$ cat src/sbt_pkg.sv
/*
 * Package for the serial byte transmitter: status bit weights, parity and
 * interrupt source encodings, bit timing and FIFO defaults.
 * Assumes a single 20 MHz clock and an active-high asynchronous reset.
 */
package sbt_pkg;
	// ----------------------------------------------------------------
	// Encodings
	// ----------------------------------------------------------------
	localparam logic [7:0] IRQ_ON_BUFFER_EMPTY = 8'h00;
	localparam logic [7:0] IRQ_ON_FRAME_DONE = 8'h01;
	localparam logic [7:0] PARITY_OFF = 8'h00;
	localparam logic [7:0] PARITY_EVEN_SEL = 8'h02;
	localparam logic [7:0] PARITY_ODD_SEL = 8'h06;
	localparam logic [7:0] FRAME_DONE_FLAG = 8'h20;
	localparam logic [7:0] HOLDING_EMPTY_FLAG = 8'h10;
	localparam int FRAME_DONE_POS = 5;
	localparam int HOLDING_EMPTY_POS = 4;
	localparam int TX_ENABLE_POS = 0;
	// ----------------------------------------------------------------
	// Timing and sizes
	// ----------------------------------------------------------------
	localparam int CLK_PER_BIT = 8;
	localparam int DATA_BITS = 8;
	localparam int FIFO_DEPTH = 8;
	localparam logic LINE_IDLE = 1'b1;

	typedef enum logic [2:0] {
		SBT_IDLE = 3'b000,
		SBT_START = 3'b001,
		SBT_DATA = 3'b011,
		SBT_PARITY = 3'b010,
		SBT_STOP = 3'b110
	} sbt_state_e;
endpackage

$ cat src/sbt_fifo.sv
/*
 * Synchronous FIFO with valid/ready on both sides.
 * Assumes one clock; write and read in the same cycle are allowed.
 */
`timescale 1ns/1ps
module sbt_fifo #(
	parameter int WIDTH = 8,
	parameter int DEPTH = 8
) (
	input wire logic clk,
	input wire logic rst,
	input wire logic [WIDTH-1:0] in_data,
	input wire logic in_valid,
	output logic in_ready,
	output logic [WIDTH-1:0] out_data,
	output logic out_valid,
	input wire logic out_ready
);
	localparam int AW = $clog2(DEPTH);
	logic [WIDTH-1:0] mem [DEPTH];
	logic [AW-1:0] wr_ptr_reg;
	logic [AW-1:0] rd_ptr_reg;
	logic [AW:0] count_reg;
	logic push;
	logic pop;

	assign in_ready = (count_reg != (AW+1)'(DEPTH));
	assign out_valid = (count_reg != '0);
	assign out_data = mem[rd_ptr_reg];
	assign push = in_valid && in_ready;
	assign pop = out_valid && out_ready;

	always_ff @(posedge clk) begin
		if (push) begin
			mem[wr_ptr_reg] <= in_data;
		end
	end

	always_ff @(posedge clk or posedge rst) begin
		if (rst) begin
			wr_ptr_reg <= '0;
			rd_ptr_reg <= '0;
			count_reg <= '0;
		end else begin
			if (push) begin
				wr_ptr_reg <= (wr_ptr_reg == AW'(DEPTH - 1)) ? '0 : wr_ptr_reg + 1'b1;
			end
			if (pop) begin
				rd_ptr_reg <= (rd_ptr_reg == AW'(DEPTH - 1)) ? '0 : rd_ptr_reg + 1'b1;
			end
			if (push && !pop) begin
				count_reg <= count_reg + 1'b1;
			end else if (pop && !push) begin
				count_reg <= count_reg - 1'b1;
			end
		end
	end
endmodule

$ cat src/sbt_transmitter.sv
/*
 * Buffered serial byte transmitter: FIFO feeding a one-byte buffer register,
 * shift register with start, data, optional parity and stop bits, status
 * flags cleared on read and a selectable interrupt source.
 * Assumes all inputs synchronous to clk; control bits are plain ports.
 */
// Overview of operation
// - Interrupt source select: 0x00 on buffer empty, 0x01 on frame done.
// - Writing a byte loads it and starts transmission with no other command.
// - Buffer-empty interrupt fires when buffer byte moves into shift register.
// - Status read returns control byte; frame done 0x20, buffer empty 0x10; the code returns only tx_enable (bit 0) with the flags.
// - Status read clears the status flags.
// - Parity encoding: 0x00 none, 0x02 even, 0x06 odd.
// - Transmit enable bit set activates, cleared disables the transmitter.
`timescale 1ns/1ps
module sbt_transmitter #(
	parameter int CLK_PER_BIT = sbt_pkg::CLK_PER_BIT,
	parameter int FIFO_DEPTH = sbt_pkg::FIFO_DEPTH
) (
	input wire logic clk,
	input wire logic rst,
	input wire logic tx_enable,
	input wire logic [7:0] parity_setting,
	input wire logic [7:0] irq_source_select,
	input wire logic irq_enable,
	input wire logic [7:0] wr_data,
	input wire logic wr_valid,
	output logic wr_ready,
	input wire logic status_read_op,
	output logic [7:0] status_data,
	output logic serial_out,
	output logic irq
);
	// ----------------------------------------------------------------
	// Input FIFO
	// ----------------------------------------------------------------
	logic [7:0] fifo_data;
	logic fifo_valid;
	logic fifo_ready;
	logic fifo_in_ready;
	logic wr_accept;

	// A byte is taken only on an edge where the registered ready is high
	assign wr_accept = wr_valid && wr_ready;

	sbt_fifo #(.WIDTH(8), .DEPTH(FIFO_DEPTH)) u_fifo (
		.clk(clk),
		.rst(rst),
		.in_data(wr_data),
		.in_valid(wr_accept),
		.in_ready(fifo_in_ready),
		.out_data(fifo_data),
		.out_valid(fifo_valid),
		.out_ready(fifo_ready)
	);

	always_ff @(posedge clk or posedge rst) begin
		if (rst) begin
			wr_ready <= 1'b0;
		end else begin
			// Drop for a cycle after each push so ready never overstates room
			wr_ready <= fifo_in_ready && !wr_accept;
		end
	end

	// ----------------------------------------------------------------
	// Bit clock divider
	// ----------------------------------------------------------------
	localparam int DW = $clog2(CLK_PER_BIT);
	logic [DW-1:0] div_reg;
	logic bit_tick;

	assign bit_tick = tx_enable && (div_reg == DW'(CLK_PER_BIT - 1));

	always_ff @(posedge clk or posedge rst) begin
		if (rst) begin
			div_reg <= '0;
		end else if (!tx_enable || bit_tick) begin
			div_reg <= '0;
		end else begin
			div_reg <= div_reg + 1'b1;
		end
	end

	// ----------------------------------------------------------------
	// Buffer register
	// ----------------------------------------------------------------
	logic [7:0] buf_reg;
	logic buf_full_reg;
	logic transfer;
	sbt_pkg::sbt_state_e state_reg;
	logic last_bit;

	// Shift register takes the byte at a bit tick when idle or ending a frame
	assign last_bit = (state_reg == sbt_pkg::SBT_STOP);
	assign transfer = bit_tick && buf_full_reg && (state_reg == sbt_pkg::SBT_IDLE || last_bit);
	assign fifo_ready = !buf_full_reg || transfer;

	always_ff @(posedge clk or posedge rst) begin
		if (rst) begin
			buf_reg <= 8'h00;
			buf_full_reg <= 1'b0;
		end else if (fifo_valid && fifo_ready) begin
			buf_reg <= fifo_data;
			buf_full_reg <= 1'b1;
		end else if (transfer) begin
			buf_full_reg <= 1'b0;
		end
	end

	// ----------------------------------------------------------------
	// Frame shifter
	// ----------------------------------------------------------------
	logic [7:0] shift_reg;
	logic [2:0] bit_cnt_reg;
	logic parity_reg;
	logic parity_on;
	logic parity_odd;
	logic frame_end;

	assign parity_on = (parity_setting == sbt_pkg::PARITY_EVEN_SEL)
		|| (parity_setting == sbt_pkg::PARITY_ODD_SEL);
	assign parity_odd = (parity_setting == sbt_pkg::PARITY_ODD_SEL);
	assign frame_end = bit_tick && last_bit;

	always_ff @(posedge clk or posedge rst) begin
		if (rst) begin
			state_reg <= sbt_pkg::SBT_IDLE;
			shift_reg <= 8'h00;
			bit_cnt_reg <= 3'h0;
			parity_reg <= 1'b0;
			serial_out <= sbt_pkg::LINE_IDLE;
		end else if (!tx_enable) begin
			state_reg <= sbt_pkg::SBT_IDLE;
			serial_out <= sbt_pkg::LINE_IDLE;
		end else if (bit_tick) begin
			if (transfer) begin
				state_reg <= sbt_pkg::SBT_START;
				shift_reg <= buf_reg;
				bit_cnt_reg <= 3'h0;
				parity_reg <= parity_odd;
				serial_out <= 1'b0;
			end else begin
				case (state_reg)
					sbt_pkg::SBT_START: begin
						serial_out <= shift_reg[0];
						parity_reg <= parity_reg ^ shift_reg[0];
						shift_reg <= {1'b0, shift_reg[7:1]};
						bit_cnt_reg <= 3'h0;
						state_reg <= sbt_pkg::SBT_DATA;
					end
					sbt_pkg::SBT_DATA: begin
						if (bit_cnt_reg == 3'(sbt_pkg::DATA_BITS - 1)) begin
							if (parity_on) begin
								state_reg <= sbt_pkg::SBT_PARITY;
								serial_out <= parity_reg;
							end else begin
								state_reg <= sbt_pkg::SBT_STOP;
								serial_out <= 1'b1;
							end
						end else begin
							serial_out <= shift_reg[0];
							parity_reg <= parity_reg ^ shift_reg[0];
							shift_reg <= {1'b0, shift_reg[7:1]};
							bit_cnt_reg <= bit_cnt_reg + 3'h1;
						end
					end
					sbt_pkg::SBT_PARITY: begin
						state_reg <= sbt_pkg::SBT_STOP;
						serial_out <= 1'b1;
					end
					sbt_pkg::SBT_STOP: begin
						state_reg <= sbt_pkg::SBT_IDLE;
						serial_out <= sbt_pkg::LINE_IDLE;
					end
					default: begin
						state_reg <= sbt_pkg::SBT_IDLE;
						serial_out <= sbt_pkg::LINE_IDLE;
					end
				endcase
			end
		end
	end

	// ----------------------------------------------------------------
	// Status flags, cleared by a read; a new event wins over the clear
	// ----------------------------------------------------------------
	logic frame_done_reg;
	logic holding_empty_reg;

	always_ff @(posedge clk or posedge rst) begin
		if (rst) begin
			frame_done_reg <= 1'b0;
		end else begin
			frame_done_reg <= frame_end || (frame_done_reg && !status_read_op);
		end
	end

	always_ff @(posedge clk or posedge rst) begin
		if (rst) begin
			holding_empty_reg <= 1'b0;
		end else begin
			holding_empty_reg <= transfer || (holding_empty_reg && !status_read_op);
		end
	end

	always_ff @(posedge clk or posedge rst) begin
		if (rst) begin
			status_data <= 8'h00;
		end else if (status_read_op) begin
			status_data <= (frame_done_reg ? sbt_pkg::FRAME_DONE_FLAG : 8'h00)
				| (holding_empty_reg ? sbt_pkg::HOLDING_EMPTY_FLAG : 8'h00)
				| {7'h00, tx_enable};
		end
	end

	// ----------------------------------------------------------------
	// Interrupt: one-cycle pulse from the selected source
	// ----------------------------------------------------------------
	always_ff @(posedge clk or posedge rst) begin
		if (rst) begin
			irq <= 1'b0;
		end else if (irq_source_select == sbt_pkg::IRQ_ON_FRAME_DONE) begin
			irq <= irq_enable && frame_end;
		end else begin
			irq <= irq_enable && transfer;
		end
	end
endmodule

$ cat config.mk
export PLATFORM = sky130hd
export DESIGN_NAME = sbt_transmitter
export DESIGN_NICKNAME = d
export VERILOG_FILES = /design/src/sbt_pkg.sv /design/src/sbt_fifo.sv /design/src/sbt_transmitter.sv
export SDC_FILE = /design/constraint.sdc
export NUM_CORES = 1
export LEC_CHECK = 0
export BUFFER_PORTS_ARGS = -buffer_cell sky130_fd_sc_hd__buf_4
export CORE_MARGIN = 4
export CORE_UTILIZATION = 55
export CTS_CLUSTER_DIAMETER = 50
export DETAILED_ROUTE_END_ITERATION = 10
export GPL_ROUTABILITY_DRIVEN = 1
export PLACE_DENSITY = 0.74
export SYNTH_ARGS = -nofsm -noshare
export SYNTH_HDL_FRONTEND = slang
export SYNTH_SLANG_ARGS = --single-unit
$ cat constraint.sdc
create_clock -name clk -period 9 [get_ports clk]
set_clock_uncertainty 0.2 [all_clocks]
set_input_delay 0.9 -clock clk [delete_from_list [all_inputs] [get_ports clk]]
set_output_delay 0.9 -clock clk [all_outputs]
set_load 0.03 [all_outputs]
# --- After elaboration in Yosys (flattened, before gate mapping) ---
# Memories as Yosys holds them, arrays and structs flattened. A register that Yosys moved wholly into a read port is not among the register bits.
# Cells that the tools add are included.
totals:
  out_inout_bits: 11
  word_cells: 106
  input_bits: 30
  reg_bits: 42
  n_memories: 1
  ram_bits: 64
op_classes:
  bitwise_logic: 3
  n_reduce_logical: 33
  n_eq_ne: 15
  n_mux: 33
  addsub: 6
mem_list:
  columns: ["name", "words", "width", "read_ports", "rd_ports_with_merged_regs", "write_ports", "line", "source"]
  rows:
  - ["u_fifo.mem", 8, 8, 1, 1, 1, "sbt_fifo.sv:20", "logic [WIDTH-1:0] mem [DEPTH];"]
op_table:
  columns: ["op", "count"]
  rows:
  - ["3-bit 2-to-1 mux", 10]
  - ["8-bit 2-to-1 mux", 2]
  - ["8-bit case mux with 2 select lines", 1]
  - ["3-bit == test, second input constant", 5]
  - ["1-bit logical AND", 14]
  - ["3-bit by 1-bit adder with 3-bit output, second input constant", 4]
  - ["1-bit 2-to-1 mux", 12]
  - ["3-bit case mux with 3 select lines", 1]
  - ["8-bit by 1-bit == test with 1-bit output, second input constant", 1]
  - ["8-bit by 2-bit == test with 1-bit output, second input constant", 1]
  - ["8-bit by 3-bit == test with 1-bit output, second input constant", 1]
  - ["4-bit 2-to-1 mux", 2]
  - ["4-bit != test, second input constant", 2]
  - ["3-bit by 2-bit == test with 1-bit output, second input constant", 2]
  - ["1-bit logical NOT", 6]
  - ["1-bit logical OR", 6]
  - ["6-bit 2-to-1 mux", 1]
  - ["6-bit by 1-bit bitwise OR with 6-bit output", 1]
  - ["6-bit by 5-bit bitwise OR with 6-bit output", 1]
  - ["3-bit case mux with 2 select lines", 1]
  - ["5-bit 2-to-1 mux", 1]
  - ["4-bit by 1-bit adder with 4-bit output, second input constant", 1]
  - ["1-bit case mux with 2 select lines", 2]
  - ["4-bit AND reduction", 1]
  - ["other kinds (10)", 11]

# --- Longest topological paths before layout ---
depth:
  ltp_word: 9
  depth_mapped: 14
  ltp_nobuf: 12

# --- Cells and area by module ---
# A second synthesis with hierarchy kept.
unflattened:
  hier_cells: 305
  hier_area_um2: 4893.4
by_module_without_submodules:
  columns: ["module", "seq_area_each_um2", "cells_each", "area_each_um2", "n_inst"]
  rows:
  - ["sbt_fifo", 2172.1, 157, 3155.5, 1]
  - ["sbt_transmitter", 877.1, 148, 1737.9, 1]

# --- Least setup slack after synthesis ---
# No wires, ideal clock.
synth_timing:
  path_kind: "input-to-reg"
  from: "input port tx_enable"
  to: "register u_fifo.count_reg[3]"
  setup_time_ps: 126
  arrival_time_ps: 3584
  path_buffers: 3
  path_slack_ps: 5090
  stages: 13
  cell_sequence: "buf_4 -> nand2_2 -> or4_1 -> buf_2 -> a21o_1 -> buf_6 -> ha_1 -> inv_1 -> ha_1 -> a21o_1 -> a2111oi_0 -> a31oi_1 -> a221o_1"
synth_between:
  elab_chain_cells: 8
synth_rtl:
  columns: ["element", "line", "source"]
  rows:
  - ["start, declared", "sbt_transmitter.sv:22", "input wire logic tx_enable,"]
  - ["1-bit logical AND (*)", "sbt_transmitter.sv:73", "assign bit_tick = tx_enable && (div_reg == DW'(CLK_PER_BIT - 1));"]
  - ["1-bit logical AND (*) (2 in a row)", "sbt_transmitter.sv:96", "assign transfer = bit_tick && buf_full_reg && (state_reg == sbt_pkg::SBT_IDLE || last_bit);"]
  - ["1-bit logical OR (*)", "sbt_transmitter.sv:97", "assign fifo_ready = !buf_full_reg || transfer;"]
  - ["1-bit logical AND (*)", "sbt_fifo.sv:31", "assign pop = out_valid && out_ready;"]
  - ["1-bit logical NOT", "sbt_fifo.sv:51", "if (push && !pop) begin"]
  - ["1-bit logical AND", "sbt_fifo.sv:51", null]
  - ["4-bit 2-to-1 mux / 2-bit nonzero test (equally long branches)", null, null]
  - ["end signal, assigned", "sbt_fifo.sv:52", "count_reg <= count_reg + 1'b1;"]
  - ["end signal, assigned", "sbt_fifo.sv:54", "count_reg <= count_reg - 1'b1;"]
  - ["end, declared", "sbt_fifo.sv:23", "logic [AW:0] count_reg;"]
# Mark *: on every way between the ends. The rest lies on a longest branch, timed or not.
# A chain may end at the register's enable or synchronous reset.

# --- Final worst setup path ---
layout_timing:
  from: "register div_reg[0]"
  to: "register u_fifo.count_reg[3]"
layout_between:
  elab_chain_cells: 9
layout_rtl:
  columns: ["element", "line", "source"]
  rows:
  - ["start, declared", "sbt_transmitter.sv:70", "logic [DW-1:0] div_reg;"]
  - ["start signal, assigned", "sbt_transmitter.sv:81", "div_reg <= div_reg + 1'b1;"]
  - ["3-bit == test (*)", "sbt_transmitter.sv:73", null]
  - ["1-bit logical AND (*)", "sbt_transmitter.sv:73", null]
  - ["1-bit logical AND (*) (2 in a row)", "sbt_transmitter.sv:96", null]
  - ["1-bit logical OR (*)", "sbt_transmitter.sv:97", null]
  - ["1-bit logical AND (*)", "sbt_fifo.sv:31", null]
  - ["1-bit logical NOT", "sbt_fifo.sv:51", null]
  - ["1-bit logical AND", "sbt_fifo.sv:51", null]
  - ["4-bit 2-to-1 mux / 2-bit nonzero test (equally long branches)", null, null]
# Marks and branches as above.

==> flow_results.org <==
** Outcome
- The flow ran to the end, and the final reports show no timing, DRC or antenna violations.

** Hold path
- The worst hold path belongs to the class reg -> reg.

** Routing
- After detailed routing, the number of remaining DRC violations is 0.
- Summed over all layers, the routed wires come to just over 8000 um.
- The final route contains ~2600 vias.
- Antenna-violating nets left :: 0
- Dividing the detail-routed wire length by the instance count gives between 15 and 20 um.
- The detailed router finished its first iteration with between 80 and 90 violations.
- After detailed routing, the number of vias per cell comes to 5.633.
- Total iterations of the first detailed-routing run :: 4

** STA
- Setup violations remaining at the end of the flow were counted as 0.
- Slew headroom :: 30.59%
- On the final layout, the worst hold slack is around 250 ps.
- Setup repair after global routing left no endpoint under its margin.
- The max-slew violation count is 0.
- After layout, the minimum clock period comes to between 4000 and 5000 ps.
- For the final routed database, the setup TNS stands at 0 ps.
- Final worst setup slack :: roughly 5000 ps
- The hold violation count in the final report is 0.
- Of the available clock period, the critical path in the final layout requires 44.94%.
- Highest clock rate :: approximately 0.25 GHz
- Worst Max-Slew Pin Slew :: roughly 1000 ps

** Yosys
- Of the total synthesized cell area, the portion taken by XOR and XNOR cells is less than 1%.
- Area of the mapped netlist :: ~0.0047 mm2
- Summing the areas of all and, or, nand and nor instances in the mapped netlist gives between 9 and 10% of the synthesized area.
- Mux contribution to synthesized area :: between 10% and 20%
- Counting flops with an async set or reset pin after synthesis yields a share of roughly two fifths.
- Yosys warnings :: 0
- Average cell area after synthesis :: 14.87 um2
- Gate count after technology mapping :: ~320
- Most common flop cell mapped by yosys :: sky130_fd_sc_hd__edfxtp_1
- Summing the areas of all compound-gate instances in the mapped netlist gives under 10% of the synthesized area.
- The synthesized design contains around 110 register bits.
- The share of the Yosys chip area taken by registers is 64.28%.
- Distinct cell type count after synthesis :: 48
- Counting flops with a built-in enable in the synthesized netlist gives between 60 and 70.
- Adder and majority cell fraction of the synthesized area :: approximately 3.3%
- Combinational family with the most area after synthesis :: multiplexers

** Clock tree
- Clock tree synthesis found a total of ~110 sinks.
- Clock tree from TritonCTS :: yes
- Quantity of gates resized following cts :: 0
- H-Tree Level Count :: 3
- Inserted Clock Buffers :: 9
- Deepest clock path buffer count :: 2
- The number of setup buffers added after CTS is 0.
- Clock-pin slew was measured on the worst setup and hold paths at roughly 110 ps.
- Clock latency on the worst-skew pair :: 370 ps
- The root buffer cell chosen for the clock tree is sky130_fd_sc_hd__clkbuf_8.
- In this run, post-CTS hold repair placed 0 buffers.

** Critical path
- The worst setup path is captured at a register.
- Cell at the slowest stage of the critical path :: sky130_fd_sc_hd__or4_1
- Startpoint type of the worst setup path :: register
- The critical path is of the reg -> reg type.
- The critical path goes through ha_1 > ha_1 > nand2_2 > or4_1 > a21o_1 > ha_1 > inv_1 > ha_1 > a21o_1 > a2111oi_0 > a31oi_1 > a221o_1.
- The setup check on the worst reg-to-reg path leaves a slack of a little under 5000 ps.
- Cell repeated most along the worst path :: sky130_fd_sc_hd__ha_1
- Largest stage delay on the critical path :: ~630 ps
- In this run the worst path has a maximum fanout of 12.
- STA puts the critical path data arrival time at 4110 ps.
- At the worst endpoint, the required time is 9060 ps.

** Cells and area
- Fill cells in the final layout number roughly 620.
- Leaving out filler cells and counting taps, the final layout contains between 400 and 500.
- In the final design database the tool counted ~400 nets.
- Max reg flops :: 64
- Commonest non-fill, non-tap cells in the layout :: 64 x sky130_fd_sc_hd__edfxtp_1, 44 x sky130_fd_sc_hd__dfrtp_1, 40 x sky130_fd_sc_hd__buf_4
- Share of final-layout standard cells stronger than drive strength 1 :: 26.82%
- Count of antenna diodes in the layout :: 0
- Layout area overhead :: 11.05%
- Across the whole layout, storage elements account for ~0.0030 mm2.
- The multi-input combinational cells in the finished layout cover a total of about 0.0016 mm2.
- Most frequent standard cell in the layout excluding fill and tap cells :: sky130_fd_sc_hd__edfxtp_1

** Floorplan
- Die boundary height :: ~100 um
- 41 I/O pins were placed.
- Total die area :: 0.01017 mm2
- For this configuration, the core starts out at a cell density of around 57%.
- Count of standard-cell rows :: 33
- In this run the horizontal extent of the chip is between 100 and 150 um.
- Placeable core region :: slightly above 0.008 mm2

** Pwr
- The analysis attributes to cell leakage a power of 2.141 nW.
- PD cells :: approximately 210 mW/mm2
- Maximum ir drop on the vdd rail :: roughly 130 uV

** Flow run
- The tool flagged a number of max-cap violations equal to 0.

** Global routing
- The via count of the first global-routing pass came to 2620.
- The number of antenna violations at the first check in global routing is 0.
- Pin count of the biggest net entering global routing :: between 40 and 50
- Global routing used between 10% and 20% of the available tracks.
- Global-route wire length before repair :: about 13000 um
- Total global routing overflow :: 0

** Placement
- Port Buffers :: 35
- Dpl ws :: approximately 4700 ps
- Detailed Place HPWL :: ~5500 um
- Final RePlAce weighted congestion :: ~0.8
- The number of placed instances, taps included, is between 400 and 500.
where the power goes:
| part | internal (mW) | switching (mW) |
|---|---|---|
| clock | 0.111 | 0.181 |
| combinational | 0.0883 | 0.0989 |
| sequential | 0.589 | 0.0452 |
critical path: cells and delay by family, from the launching register on:
family	cells	cell delay (ps)
flip-flops	1	370
buffers and inverters	1	160
AND/OR/NAND/NOR	2	760
AO/OA/AOI/OAI	5	1470
adder cells (fa/ha/maj)	4	990
stage by stage:
stage	power (mW)	instance area [um2]	util, %
2_1_floorplan	0.7680	4758	-
3_3_place_gp	0.8218	5069	61.07
3_5_place_dp	0.8337	5069	61.07
4_1_cts	1.123	5268	63.47
5_1_grt	1.176	5268	63.47
6_report	1.114	5268	63.47
path summary, 6_finish.rpt:
| path | from | to | cells after the start |
|---|---|---|---|
| worst min register to register | div_reg[0]$_DFF_PP0_ | div_reg[0]$_DFF_PP0_ | 1 |
| worst max-delay path | div_reg[0]$_DFF_PP0_ | u_fifo.count_reg[3]$_DFFE_PP0P_ | 12 |
| worst min-delay path | div_reg[0]$_DFF_PP0_ | div_reg[0]$_DFF_PP0_ | 1 |
| max in group asynchronous | rst | u_fifo.rd_ptr_reg[2]$_DFFE_PP0P_ | 2 |
| worst max register to register | div_reg[0]$_DFF_PP0_ | u_fifo.count_reg[3]$_DFFE_PP0P_ | 12 |
| min in group asynchronous | rst | status_data[5]$_DFFE_PP0P_ | 2 |
synth_stat cells, drive strengths merged, types with 2 or more instances:
library cell  number  share of area (%)
nand3              6               0.63
nor2b              2               0.26
nand2b            10                1.3
nor2              11               0.87
nor3               6               0.63
o21ai             15                1.6
mux2i              9                1.9
xnor2              2               0.37
clkbuf             6               0.47
and3               2               0.26
o22ai              2               0.26
xor2               2               0.37
nand4              3               0.40
a21o               2               0.32
mux4              16                7.6
and2               2               0.26
a31oi              2               0.26
buf               15                2.2
a21oi              3               0.32
inv                8               0.63
nand2             34                2.7
nand3b             2               0.32
mux2              19                5.2
dfrtp             44                 23
nor4               6               0.92
ha                11                2.9
edfxtp            64                 41
layer usage:
layer,track usage [%],wire [um],vias to the layer above
li1,-,-,1240
met1,21.95,3449,1304
met2,29.72,4240,58
met3,3.253,372,6
met4,6.736,82,0
met5,0,0,-
cell type report:
class | count | share of cell area (%)
inverters | 8 | 0.5701
flip-flops and latches | 109 | 57.89
repair buffers | 40 | 5.701
well taps | 105 | 2.494
clock inverters | 7 | 1.425
multi-input cells | 185 | 29.57
clock buffers | 9 | 2.352
cell families after synthesis:
| logic type | after synthesis |
|---|---|
| XOR/XNOR | 4 |
| multiplexers | 44 |
| AND/OR/NAND/NOR | 90 |
| adder cells (fa/ha/maj) | 12 |
| other | 1 |
| buffers and inverters | 29 |
| AO/OA/AOI/OAI | 30 |
| flip-flops | 109 |
No activity file was read; power rests on OpenSTA's default activity.
